==> src/design/pmcs_pkg.sv <==
// Constants, types and decode helpers for the power mode clock select block
`default_nettype none

package pmcs_pkg;

    // ------------------------------------------------------------------
    // Register map and field layout
    // ------------------------------------------------------------------
    localparam logic [7:0] ADDR_CTRL     = 8'h00;
    localparam logic [7:0] ADDR_CTRL_B   = 8'h04;
    localparam logic [7:0] ADDR_MODE     = 8'h08;
    localparam int         GATE_BIT      = 7;
    localparam int         PRI_FLAG_BIT  = 3;
    localparam int         INT_FLAG_BIT  = 2;
    localparam int         SEC_FLAG_BIT  = 6;
    localparam int         SEL_LSB       = 0;
    localparam int         MODE_BUSY_BIT = 4;
    localparam int         MODE_SRC_LSB  = 8;
    localparam logic       GATE_RESET    = 1'b0;
    localparam logic [1:0] SEL_RESET     = 2'h0;

    // ------------------------------------------------------------------
    // Timing
    // ------------------------------------------------------------------
    localparam int CLK_KHZ          = 50000;
    localparam int POWER_UP_TIMER_MS          = 64;
    localparam int POWER_UP_TIMER_CYCLES      = POWER_UP_TIMER_MS * CLK_KHZ;
    localparam int OST_OSC_CYCLES   = 1024;
    localparam int CPU_READY_NS     = 10000;
    localparam int CPU_READY_CYCLES = (CPU_READY_NS * (CLK_KHZ / 1000)
                                       + 999) / 1000;
    localparam int SW_OLD_TICKS     = 2;
    localparam int SW_NEW_TICKS     = 3;
    localparam int DLY_W            = 22;

    // ------------------------------------------------------------------
    // Types
    // ------------------------------------------------------------------
    typedef enum logic [1:0] {
        SRC_PRI = 2'b00,
        SRC_SEC = 2'b01,
        SRC_INT = 2'b10
    } pmcs_src_t;

    typedef enum logic [1:0] {
        PK_EXT_CLK = 2'b00,
        PK_CRYSTAL = 2'b01,
        PK_INTERNAL_OSCILLATOR  = 2'b10
    } pmcs_prim_t;

    typedef enum logic [2:0] {
        ST_POWER_UP  = 3'b000,
        ST_OSC_START = 3'b001,
        ST_CPU_READY = 3'b010,
        ST_RUN       = 3'b011,
        ST_IDLE      = 3'b100,
        ST_SLEEP     = 3'b101,
        ST_WAKE      = 3'b110
    } pmcs_state_t;

    // Bit index of each vector follows pmcs_src_t encoding
    typedef struct packed {
        logic [2:0] ready;
        logic [2:0] tick;
    } pmcs_osc_t;

    typedef struct packed {
        logic primary_run_mode;
        logic int_stable;
        logic secondary_run_mode;
    } pmcs_flags_t;

    // ------------------------------------------------------------------
    // Select field decode: high bit wins, low bit then ignored
    // ------------------------------------------------------------------
    function automatic pmcs_src_t pmcs_decode_src(input logic [1:0] sel);
        if (sel[1]) begin
            return SRC_INT;
        end
        return sel[0] ? SRC_SEC : SRC_PRI;
    endfunction

endpackage

`default_nettype wire

==> src/design/pmcs_delay.sv <==
// Loadable down counter used for the reset and ready delays
`default_nettype none

module pmcs_delay
    import pmcs_pkg::*;
(
    input  wire logic             pclk,
    input  wire logic             presetn,
    input  wire logic             ce,
    input  wire logic             load,
    input  wire logic [DLY_W-1:0] load_val,
    input  wire logic             step,
    output logic                  done
);

    logic [DLY_W-1:0] count_reg;

    always_ff @(posedge pclk or negedge presetn) begin
        if (!presetn) begin
            count_reg <= '0;
        end else if (ce) begin
            if (load) begin
                count_reg <= load_val;
            end else if (step && count_reg != '0) begin
                count_reg <= count_reg - 1'b1;
            end
        end
    end

    // A load in flight masks a stale zero
    assign done = (count_reg == '0) && !load;

endmodule

`default_nettype wire

==> src/design/pmcs_clk_mux.sv <==
// Glitch-free source switch producing device clock-enable pulses
`default_nettype none

module pmcs_clk_mux
    import pmcs_pkg::*;
(
    input  wire logic       pclk,
    input  wire logic       presetn,
    input  wire logic       ce,
    input  wire logic [2:0] tick,
    input  wire logic [2:0] ready,
    input  wire pmcs_src_t  want,
    input  wire logic       allow,
    output pmcs_src_t       cur,
    output logic            busy,
    output logic            pulse
);

    typedef enum logic [1:0] {
        PH_IDLE = 2'b00,
        PH_OLD  = 2'b01,
        PH_NEW  = 2'b10
    } pmcs_phase_t;

    pmcs_phase_t phase_reg;
    pmcs_src_t   cur_reg;
    pmcs_src_t   tgt_reg;
    logic [1:0]  cnt_reg;

    always_ff @(posedge pclk or negedge presetn) begin
        if (!presetn) begin
            phase_reg <= PH_IDLE;
            cur_reg   <= SRC_PRI;
            tgt_reg   <= SRC_PRI;
            cnt_reg   <= 2'h0;
        end else if (ce) begin
            unique case (phase_reg)
                PH_IDLE: begin
                    // Only a running source is switched to
                    if (allow && want != cur_reg && ready[want]) begin
                        tgt_reg   <= want;
                        phase_reg <= PH_OLD;
                        cnt_reg   <= 2'h0;
                    end
                end
                PH_OLD: begin
                    if (tick[cur_reg]) begin
                        if (cnt_reg == 2'(SW_OLD_TICKS - 1)) begin
                            phase_reg <= PH_NEW;
                            cnt_reg   <= 2'h0;
                        end else begin
                            cnt_reg <= cnt_reg + 2'h1;
                        end
                    end
                end
                PH_NEW: begin
                    if (tick[tgt_reg]) begin
                        if (cnt_reg == 2'(SW_NEW_TICKS - 1)) begin
                            cur_reg   <= tgt_reg;
                            phase_reg <= PH_IDLE;
                        end else begin
                            cnt_reg <= cnt_reg + 2'h1;
                        end
                    end
                end
                default: phase_reg <= PH_IDLE;
            endcase
        end
    end

    assign cur  = cur_reg;
    assign busy = (phase_reg != PH_IDLE);
    // Whole old-source pulses only, then silence until the new one settles
    assign pulse = (phase_reg != PH_NEW) && tick[cur_reg];

endmodule

`default_nettype wire

==> src/design/pmcs_top.sv <==
// Power mode sequencing, clock source selection and APB registers
//
// Summary of operation
// - Hold reset for 64 ms power-up timer
// - Crystal modes then wait 1,024 oscillator cycles
// - Ready delay follows power-on before first fetch
// - Gate bit 7, source select bits 1:0
// - Select 00 primary, 01 secondary, 1x internal
// - Select write starts switch if source runs
// - Sleep if gate 0, Idle if 1
// - Run modes clock core and peripherals
// - Gate bit sampled at each sleep instruction
// - Switch: two old, three new cycles
// - Flags at ctrl bits 3, 2; ctrl_b bit 6
// - Flags one-hot by driving clock source, except internal as primary
// - Low-frequency or unstable internal: internal flag zero
// - Internal as primary sets both flags
// - Sleep uses no clock source
// - Slow falling wake pin wakes, even Sleep
// - Sleep, external clock: second pin low
// - Secondary select stops primary, updates flags
// - Sleep stops oscillator, clears all flags
// - Idle left by interrupt, timeout, reset only
//
// The register offsets and the APB interface to the registers were left to the implementer.
`default_nettype none

module pmcs_top
    import pmcs_pkg::*;
#(
    parameter int POWER_UP_CYCLES = POWER_UP_TIMER_CYCLES
)
(
    input  wire logic        pclk,
    input  wire logic        presetn,
    input  wire logic        ce,
    input  wire logic        psel,
    input  wire logic        penable,
    input  wire logic        pwrite,
    input  wire logic [7:0]  paddr,
    input  wire logic [31:0] pwdata,
    output logic      [31:0] prdata,
    output logic             pready,
    output logic             pslverr,
    input  wire logic        sleep_exec,
    input  wire logic        wake_req,
    input  wire pmcs_prim_t  primary_kind,
    input  wire logic        internal_oscillator_out_enabled,
    input  wire pmcs_osc_t   osc_pins,
    input  wire logic        int_stable_pin,
    input  wire logic        ultra_low_power_wake,
    output logic             device_reset_n,
    output logic             cpu_clk_en,
    output logic             periph_clk_en,
    output logic      [2:0]  osc_en,
    output logic             osc2_o,
    output logic             osc2_oe
);

    // ------------------------------------------------------------------
    // Pin synchronisers
    // ------------------------------------------------------------------
    localparam int NSYNC = 8;

    logic [NSYNC-1:0] pin_raw;
    logic [NSYNC-1:0] sync1_reg;
    logic [NSYNC-1:0] sync2_reg;
    logic             ulpw_prev_reg;

    assign pin_raw = {ultra_low_power_wake, int_stable_pin, osc_pins};

    genvar gi;
    generate
        for (gi = 0; gi < NSYNC; gi++) begin : g_sync
            always_ff @(posedge pclk or negedge presetn) begin
                if (!presetn) begin
                    sync1_reg[gi] <= 1'b0;
                    sync2_reg[gi] <= 1'b0;
                end else if (ce) begin
                    sync1_reg[gi] <= pin_raw[gi];
                    sync2_reg[gi] <= sync1_reg[gi];
                end
            end
        end
    endgenerate

    pmcs_osc_t osc_s;
    logic      int_stable_s;
    logic      ulpw_s;
    logic      ulpw_fall;

    assign osc_s        = pmcs_osc_t'(sync2_reg[5:0]);
    assign int_stable_s = sync2_reg[6];
    assign ulpw_s       = sync2_reg[7];

    always_ff @(posedge pclk or negedge presetn) begin
        if (!presetn) begin
            ulpw_prev_reg <= 1'b0;
        end else if (ce) begin
            ulpw_prev_reg <= ulpw_s;
        end
    end

    // Falling edge of the slow wake pin counts as a wake event
    assign ulpw_fall = ulpw_prev_reg && !ulpw_s;

    // ------------------------------------------------------------------
    // Control register
    // ------------------------------------------------------------------
    logic       gate_reg;
    logic [1:0] sel_reg;
    logic       wr_ctrl;
    pmcs_src_t  want_src;

    assign wr_ctrl  = psel && penable && pready && pwrite
                      && paddr == ADDR_CTRL;
    assign want_src = pmcs_decode_src(sel_reg);

    // Wake-ups never touch these bits
    always_ff @(posedge pclk or negedge presetn) begin
        if (!presetn) begin
            gate_reg <= GATE_RESET;
            sel_reg  <= SEL_RESET;
        end else if (ce && wr_ctrl) begin
            gate_reg <= pwdata[GATE_BIT];
            sel_reg  <= pwdata[SEL_LSB +: 2];
        end
    end

    // ------------------------------------------------------------------
    // Power mode sequencer
    // ------------------------------------------------------------------
    pmcs_state_t      state_reg;
    logic             dly_load_reg;
    logic [DLY_W-1:0] dly_val_reg;
    logic             dly_step;
    logic             dly_done;
    pmcs_src_t        cur_src;
    logic             sw_busy;
    logic             dev_pulse;
    logic             mux_allow;
    logic             wake_any;

    assign wake_any  = wake_req || ulpw_fall;
    assign mux_allow = (state_reg == ST_RUN) || (state_reg == ST_IDLE)
                       || (state_reg == ST_WAKE);

    always_comb begin
        unique case (state_reg)
            ST_OSC_START: dly_step = osc_s.tick[SRC_PRI];
            default:      dly_step = 1'b1;
        endcase
    end

    always_ff @(posedge pclk or negedge presetn) begin
        if (!presetn) begin
            state_reg    <= ST_POWER_UP;
            dly_load_reg <= 1'b1;
            dly_val_reg  <= DLY_W'(POWER_UP_CYCLES);
        end else if (ce) begin
            dly_load_reg <= 1'b0;
            unique case (state_reg)
                ST_POWER_UP: begin
                    if (dly_done) begin
                        dly_load_reg <= 1'b1;
                        if (primary_kind == PK_CRYSTAL) begin
                            state_reg   <= ST_OSC_START;
                            dly_val_reg <= DLY_W'(OST_OSC_CYCLES);
                        end else begin
                            state_reg   <= ST_CPU_READY;
                            dly_val_reg <= DLY_W'(CPU_READY_CYCLES);
                        end
                    end
                end
                ST_OSC_START: begin
                    if (dly_done) begin
                        state_reg    <= ST_CPU_READY;
                        dly_load_reg <= 1'b1;
                        dly_val_reg  <= DLY_W'(CPU_READY_CYCLES);
                    end
                end
                ST_CPU_READY: begin
                    if (dly_done) begin
                        state_reg <= ST_RUN;
                    end
                end
                ST_RUN: begin
                    // Gate bit taken as it stands at this instruction
                    if (sleep_exec) begin
                        state_reg <= gate_reg ? ST_IDLE : ST_SLEEP;
                    end
                end
                ST_IDLE: begin
                    if (wake_any) begin
                        state_reg    <= ST_CPU_READY;
                        dly_load_reg <= 1'b1;
                        dly_val_reg  <= DLY_W'(CPU_READY_CYCLES);
                    end
                end
                ST_SLEEP: begin
                    if (wake_any) begin
                        state_reg <= ST_WAKE;
                    end
                end
                ST_WAKE: begin
                    // No clocks until the selected source is up
                    if (osc_s.ready[want_src] && !sw_busy
                        && cur_src == want_src) begin
                        state_reg    <= ST_CPU_READY;
                        dly_load_reg <= 1'b1;
                        dly_val_reg  <= DLY_W'(CPU_READY_CYCLES);
                    end
                end
                default: state_reg <= ST_POWER_UP;
            endcase
        end
    end

    pmcs_delay u_delay (
        .pclk     (pclk),
        .presetn  (presetn),
        .ce       (ce),
        .load     (dly_load_reg),
        .load_val (dly_val_reg),
        .step     (dly_step),
        .done     (dly_done)
    );

    pmcs_clk_mux u_mux (
        .pclk    (pclk),
        .presetn (presetn),
        .ce      (ce),
        .tick    (osc_s.tick),
        .ready   (osc_s.ready),
        .want    (want_src),
        .allow   (mux_allow),
        .cur     (cur_src),
        .busy    (sw_busy),
        .pulse   (dev_pulse)
    );

    // ------------------------------------------------------------------
    // Clock gating, oscillator enables and pin
    // ------------------------------------------------------------------
    logic       in_sleep;
    logic [2:0] osc_en_next;

    assign in_sleep = (state_reg == ST_SLEEP);

    always_comb begin
        osc_en_next = 3'h0;
        if (!in_sleep) begin
            osc_en_next[cur_src]  = 1'b1;
            osc_en_next[want_src] = 1'b1;
        end
        // Primary runs through the reset delays regardless
        if (state_reg == ST_POWER_UP || state_reg == ST_OSC_START) begin
            osc_en_next[SRC_PRI] = 1'b1;
        end
    end

    always_ff @(posedge pclk or negedge presetn) begin
        if (!presetn) begin
            device_reset_n <= 1'b0;
            cpu_clk_en     <= 1'b0;
            periph_clk_en  <= 1'b0;
            osc_en         <= 3'h0;
            osc2_o         <= 1'b0;
            osc2_oe        <= 1'b0;
        end else if (ce) begin
            device_reset_n <= (state_reg != ST_POWER_UP)
                              && (state_reg != ST_OSC_START);
            cpu_clk_en     <= dev_pulse && state_reg == ST_RUN;
            periph_clk_en  <= dev_pulse && (state_reg == ST_RUN
                              || state_reg == ST_IDLE);
            osc_en         <= osc_en_next;
            osc2_o         <= 1'b0;
            // Internal modes leave the pin to port logic
            osc2_oe        <= in_sleep
                              && primary_kind == PK_EXT_CLK;
        end
    end

    // ------------------------------------------------------------------
    // Clock status flags
    // ------------------------------------------------------------------
    pmcs_flags_t flags_reg;
    logic        int_good;

    // Low-frequency source alone gives no stable indication
    assign int_good = int_stable_s && internal_oscillator_out_enabled;

    always_ff @(posedge pclk or negedge presetn) begin
        if (!presetn) begin
            flags_reg <= '0;
        end else if (ce) begin
            if (in_sleep || sw_busy) begin
                flags_reg <= '0;
            end else begin
                flags_reg.primary_run_mode    <= cur_src == SRC_PRI;
                flags_reg.secondary_run_mode    <= cur_src == SRC_SEC;
                flags_reg.int_stable <= int_good
                    && (cur_src == SRC_INT
                        || (cur_src == SRC_PRI
                            && primary_kind == PK_INTERNAL_OSCILLATOR));
            end
        end
    end

    // ------------------------------------------------------------------
    // APB slave: no wait states, registered answer
    // ------------------------------------------------------------------
    logic [31:0] rdata_next;
    logic        addr_ok;

    always_comb begin
        rdata_next = 32'h0;
        addr_ok    = 1'b1;
        unique case (paddr)
            ADDR_CTRL: begin
                rdata_next[GATE_BIT]      = gate_reg;
                rdata_next[SEL_LSB +: 2]  = sel_reg;
                rdata_next[PRI_FLAG_BIT]  = flags_reg.primary_run_mode;
                rdata_next[INT_FLAG_BIT]  = flags_reg.int_stable;
            end
            ADDR_CTRL_B: begin
                rdata_next[SEC_FLAG_BIT]  = flags_reg.secondary_run_mode;
            end
            ADDR_MODE: begin
                rdata_next[2:0]           = state_reg;
                rdata_next[MODE_BUSY_BIT] = sw_busy;
                rdata_next[MODE_SRC_LSB +: 2] = cur_src;
            end
            default: addr_ok = 1'b0;
        endcase
    end

    always_ff @(posedge pclk or negedge presetn) begin
        if (!presetn) begin
            pready  <= 1'b0;
            pslverr <= 1'b0;
            prdata  <= 32'h0;
        end else if (ce) begin
            pready  <= psel && !penable && !pready;
            pslverr <= psel && !penable && !pready && !addr_ok;
            // Data only for the access cycle, zero once the answer is taken
            prdata  <= (psel && !penable && !pready && !pwrite)
                       ? rdata_next : 32'h0;
        end
    end

endmodule

`default_nettype wire

==> config.mk <==
export PLATFORM = sky130hd
export DESIGN_NAME = pmcs_top
export DESIGN_NICKNAME = d
export VERILOG_FILES = /design/src/design/pmcs_pkg.sv /design/src/design/pmcs_delay.sv /design/src/design/pmcs_clk_mux.sv /design/src/design/pmcs_top.sv
export SDC_FILE = /design/constraint.sdc
export NUM_CORES = 1
export LEC_CHECK = 0
export ABC_AREA = 1
export BUFFER_PORTS_ARGS = -buffer_cell sky130_fd_sc_hd__buf_2
export CORE_ASPECT_RATIO = 1.1
export CORE_MARGIN = 2
export CORE_UTILIZATION = 40
export CTS_CLUSTER_DIAMETER = 40
export CTS_CLUSTER_SIZE = 24
export DETAILED_ROUTE_END_ITERATION = 8
export GPL_TIMING_DRIVEN = 1
export PLACE_DENSITY = 0.63
export RECOVER_POWER = 25
export SLEW_MARGIN = 40
export SYNTH_ARGS = -nofsm -noshare
export SYNTH_HDL_FRONTEND = slang
export SYNTH_SLANG_ARGS = --single-unit
==> constraint.sdc <==
create_clock -name pclk -period 2.6 [get_ports pclk]
set_clock_uncertainty 0.15 [all_clocks]
set_input_delay 0.13 -clock pclk [delete_from_list [all_inputs] [get_ports pclk]]
set_output_delay 0.13 -clock pclk [all_outputs]
set_load 0.005 [all_outputs]
==> run summary, run 1 <==
Status = finished, violations left
Failing checks = capacitance limit, slew limit
GP Congestion = 0.911
Wirelength, routed = 10500 um
Drt first pass iters = 5
Total CTS buffers = 9
Post-CTS Resized = 0
Setup TNS = 0 ns
Worst relative slew slack = -15.6%
Routed len/inst = 13.1 um
Global-route usage over all layers = 18.6%
Vias = 3899
Worst Path Buf+Inv = 2
Worst Hold End = pready
Slowest stage delay, CP = 0.35 ns
Post-synthesis register bit count = 78
Slew Limit Fails = 79
Clock transition at path regs = 0.06 ns
CP max stage cell = dfrtp_1
Reg-to-Reg End = u_delay.count_reg[0]
Pwr dens = 822 mW/mm^2
Htree depth = 3
CTS Root Cell = clkbuf_16
Startpoint types = flop
Core Area = 0.0109 mm^2
Antenna cells = 0
Pre-CTS WS = 0.307 ns
Max Fclk = 0.431 GHz
Max FFs per register = 22
Hold_sp = penable
Share of cells above drive strength 1 = 12.5%
Clock Latency Late Sink = 0.33 ns
Layout Utilization = 47.2%
Finish-stage setup viols = 0
Worst R2R Start = u_delay.count_reg[0]
Worst setup EP type = flop
DRT iter0 DRCs = 189
Top Ports = 101
Register-to-register setup slack = 0.28 ns
Final Hold Fails = 0
CP arrival = 2.37 ns
CTS tree = built
Worst Tran Pin Value = 1.73 ns
Syn avg cell area = 7.59 um^2
# hold bufs at CTS = 16
Cell area after synthesis = 0.00445 mm^2
Peak VDD IR = 0.000394 V
Number of global-route vias before repair = 3963
Min-Delay Path Class = in2reg
Required time worst endpoint = 2.65 ns
Worst R2R Path Depth = 9
Fin crit share = 89.2%
Unrepaired setup endpoints after global routing = no
Final min period = 2.32 ns
Vias per inst = 4.87
Die Ht = 115 um
Share of the yosys chip area belonging to registers = 44.0%
Area delta synth->final = 15.3%
Synth unique cells = 42
Overflow after GRT = 0
Die width = 105 um
Nets = 717
Ys flop type = dfrtp_1
Antenna violations before repair = 0
IO Port Bufs = 47
Residual DRC count = 0
Critical path cell sequence = inv_1 -> ha_1 -> nand2_2 -> nor2_2 -> nand4_2 -> nand2_2 -> inv_2 -> nand2_1 -> a21oi_1
Die Area = 0.0120 mm^2
Yosys Warn Count = 0
Largest net degree at the start of global routing = 79
First-pass GRT wire length = 18000 um
Asr flop ratio synth = 100%
CTS max path bufs = 2
Num Clock Sinks = 78
Most used cell, CP = nand2_2
Number of flops mapped to enable cells by yosys = 0
Crit path kind = reg2reg
Row Count = 40
Most frequent cells in the layout = nand2_1, dfrtp_1, inv_1, nor2_1, nand3_1
Initial Util = 41.0%
WP depth = 9
Detail Route Antenna Nets = 0
Cell leakage power = 0.00258 uW
WHS Path Cells = 4
CP max FO = 15
Maxcap violations = 1
Commonest non-fill, non-tap cell in the layout = nand2_1
Cell family with most CP delay = simple AND/OR/NAND/NOR gates
Hpwl dp = 7530 um
Gate Count Post-Synth = 586
Post-route setup slack = 0.280 ns
Post CTS Setup Buffer Count = 0
[cell type report]
| cell class | instances | area (um^2) |
|---|---|---|
| clock buffers | 11 | 243 |
| flip-flops and latches | 78 | 1960 |
| multi-input cells | 425 | 2050 |
| fillers | 1114 | 5730 |
| inverters | 69 | 259 |
| well taps | 147 | 184 |
| clock inverters | 5 | 35.0 |
| repair buffers | 66 | 399 |
[worst max path at each step]
| stage | startpoint | end | slack, ns |
|---|---|---|---|
| after floorplan | u_delay.count_reg[0] | u_delay.count_reg[12] | 0.81 |
| after global placement | u_delay.count_reg[0] | u_delay.count_reg[1] | 0.39 |
| after detailed placement | u_delay.count_reg[0] | u_delay.count_reg[0] | 0.31 |
| after CTS | u_delay.count_reg[0] | u_delay.count_reg[0] | 0.29 |
| after global routing | u_delay.count_reg[0] | u_delay.count_reg[0] | 0.08 |
| final | u_delay.count_reg[0] | u_delay.count_reg[0] | 0.28 |
[report_power, final]
group | internal [uW] | switching [uW]
logic | 463 | 887
registers | 1480 | 215
clock network | 671 | 502
[logic make-up (layout without fill, tap and decap cells)]
group	count (synthesis)	after routing	share of synthesized area, %
and+or+nand+nor	297	297	28.1
adders and majority gates	9	9	2.53
other	1	24	0.0843
AOI/OAI and AO/OA	90	90	12.5
xor gates and xnor gates	5	5	0.984
buffers and inverters	106	151	11.8
DFF	78	78	44.0
[stage by stage]
stage                     cell area, um^2  total power, uW  hold WS, ns  instances
after floorplan                      4540             2720       -0.316        609
after global placement               4710             2990        0.182        769
after detailed placement             4720             3050       0.0676        769
after CTS                            5150             4240     0.000976        801
after global routing                 5130             4550       0.0252        801
final                                5130             4210       0.0162        801
[Yosys cell counts, drive strengths merged, types with 2 or more instances]
master,n,area [um^2]
nor3,6,30.0
nor4,2,12.5
o31ai,2,15.0
nand4,10,68.8
o41ai,2,17.5
a22oi,7,57.6
clkbuf,7,26.3
o21ai,44,235
a21oi,15,75.1
inv,69,259
a21boi,2,15.0
o22ai,3,18.8
nand3b,2,15.0
nor2,73,294
nand2,162,616
dfstp,3,78.8
o21bai,5,37.5
o211ai,5,42.5
buf,30,241
or2,3,18.8
dfrtp,75,1880
ha,9,113
nand3,39,195
xor2,5,43.8
[routing by layer]
layer,global-route usage (%),routed length [um],vias to the layer above
met3,3.13,343,22
met4,8.20,288,0
met1,21.6,4550,1819
met2,33.9,5270,87
met5,0,0,-
li1,-,-,1971
[tightest hold or removal path: stages]
cell and delay (ns):
buf_2 0.09, nor2_1 0.04, nand3_1 0.10, o21ai_0 0.09
Note: power is estimated with default switching activity, not from simulation.
==> run 2: changes to the inputs <==
--- a/config.mk
+++ b/config.mk
@@ -7,6 +7,8 @@
 export LEC_CHECK = 0
 export ABC_AREA = 1
 export BUFFER_PORTS_ARGS = -buffer_cell sky130_fd_sc_hd__buf_2
+export CELL_PAD_IN_SITES_DETAIL_PLACEMENT = 1
+export CELL_PAD_IN_SITES_GLOBAL_PLACEMENT = 1
 export CORE_ASPECT_RATIO = 1.1
 export CORE_MARGIN = 2
 export CORE_UTILIZATION = 40
@@ -14,7 +16,7 @@
 export CTS_CLUSTER_SIZE = 24
 export DETAILED_ROUTE_END_ITERATION = 8
 export GPL_TIMING_DRIVEN = 1
-export PLACE_DENSITY = 0.63
+export PLACE_DENSITY = 0.83
 export RECOVER_POWER = 25
 export SLEW_MARGIN = 40
 export SYNTH_ARGS = -nofsm -noshare
==> run summary, run 2 (synthesized netlist as in run 1, its figures left out) <==
CP arrival = 2.36 ns
Overflow after GRT = 0
Die Area = 0.0120 mm^2
Number of global-route vias before repair = 4529
Drt first pass iters = 4
Die Ht = 115 um
Worst Tran Pin Value = 1.78 ns
M3 GR Usage = 2.33%
Status = finished, violations left
Commonest non-fill, non-tap cell in the layout = nand2_1
DRT iter0 DRCs = 127
Peak VDD IR = 0.000434 V
Maxcap violations = 1
Final Hold Fails = 0
Die width = 105 um
GRT busiest layer = met2
Final min period = 2.29 ns
Clock Latency Late Sink = 0.34 ns
Final total power = 4550 uW
Required time worst endpoint = 2.67 ns
Vias per inst = 5.12
Max FFs per register = 22
Clock power share = 31.1%
Wirelength, routed = 12500 um
Post-Layout Inst Area = 0.00518 mm^2
CTS Root Cell = clkbuf_16
Met2 Use GR = 42.9%
Met1 GRT Util = 23.8%
Cell Area, Placed = 0.00472 mm^2
CTS tree = built
Placed instance count = 770
CTS max path bufs = 2
Area occupied by multi-input gates = 0.00205 mm^2
Crit path kind = reg2reg
Antenna cells = 0
Unrepaired setup endpoints after global routing = no
Finish-stage setup viols = 0
Switching power = 1750 uW
Global-route usage over all layers = 22.0%
Cell leakage power = 0.00263 uW
Top Ports = 101
Worst setup EP type = flop
FF/Latch Area = 0.00196 mm^2
Sequential share of power = 37.5%
Pwr dens = 877 mW/mm^2
Min-Delay Path Class = in2reg
Residual DRC count = 0
IO Port Bufs = 47
Setup TNS = 0 ns
Internal = 2800 uW
Vias = 4098
Nets = 717
Area delta synth->final = 16.5%
Post CTS Setup Buffer Count = 0
Antenna violations before repair = 0
Combinational Power Share = 31.4%
Startpoint types = flop
Detail Route Antenna Nets = 0
Worst relative slew slack = -18.8%
Slew Limit Fails = 79
Num Clock Sinks = 78
Clock transition at path regs = 0.06 ns
Failing checks = capacitance limit, slew limit
Core Area = 0.0109 mm^2
Non-Filler Instances = 801
Max Fclk = 0.437 GHz
Htree depth = 3
Most frequent cells in the layout = nand2_1, dfrtp_1, nor2_1, inv_1
First-pass GRT wire length = 21200 um
Share of cells above drive strength 1 = 13.3%
CP max FO = 7
Largest net degree at the start of global routing = 79
Switching share of power = 38.4%
Hold WS = 0.0172 ns
Total CTS buffers = 9
Row Count = 40
Fin crit share = 88.1%
Initial Util = 41.0%
Fillers = 1409
Routed len/inst = 15.6 um
Hpwl dp = 8710 um
GP Congestion = 0.859
-- run 2: cell types whose count changed in the layout (fill, tap and decap cells not counted), sizes merged --
cell and change:
clkbuf -4, inv +2, buf +3, dlygate4sd3 -1, clkinvlp -4, bufinv +2, clkinv +2
-- run 2: layout make-up --
cell class                      count  share of cell area [%]
Sequential cell                    78                    37.7
Clock buffer                        9                    4.34
Inverter                           69                    5.00
Clock inverter                      7                    2.05
Tap cell                          147                    3.55
Multi-Input combinational cell    425                    39.6
Timing Repair Buffer               66                    7.75
-- run 2: metrics by stage --
stage | utilization [%] | setup WS, ns
after global placement | 43.5 | 0.513
final | 47.7 | 0.310
after detailed placement | 43.5 | 0.368
after global routing | 47.7 | 0.168
after floorplan | - | 0.809
after CTS | 47.9 | 0.288
-- run 2: per-layer routing --
| metal | vias to the layer above | wire length, um |
|---|---|---|
| li1 | 1968 | - |
| met1 | 2038 | 4870 |
| met2 | 63 | 6980 |
| met3 | 29 | 274 |
| met4 | 0 | 401 |
| met5 | - | 0 |
-- run 2: power by group through the flow --
stage               combinational [uW]  clock (uW)  sequential (uW)
floorplan                         1060           0             1660
global route                      1650        1480             1750
detailed placement                1400           0             1720
CTS                               1440        1430             1710
global placement                  1300           0             1700
finish                            1430        1410             1710
-- run 2: final timing paths --
check | to | slack [ns] | cells after the start | start
setup / recovery | u_delay.count_reg[10] | 0.31 | 9 | u_delay.count_reg[0]
hold / removal | dly_val_reg[10] | 0.02 | 4 | primary_kind[1]
setup reg to reg | u_delay.count_reg[10] | 0.31 | 9 | u_delay.count_reg[0]
hold reg to reg | sync1_reg[3] | 0.32 | 2 | sync1_reg[3]
max in group asynchronous | u_mux.cnt_reg[1] | 0.56 | 2 | presetn
min in group asynchronous | u_delay.count_reg[1] | 0.67 | 2 | presetn
-- run 2: critical path: stages (launching register included) --
cell,delay [ns]
dfrtp_1,0.36
inv_1,0.18
ha_1,0.32
nand2_2,0.14
nor2_1,0.33
nand2_1,0.21
xor2_1,0.19
nand2_1,0.10
o211ai_2,0.11
nand2_1,0.07
-- run 2: repair_timing --
item / 4_1_cts / 5_1_grt
hold endpoints to repair: 88 / 0
gates resized for setup: 0 / 0
hold buffers: 15 / 0
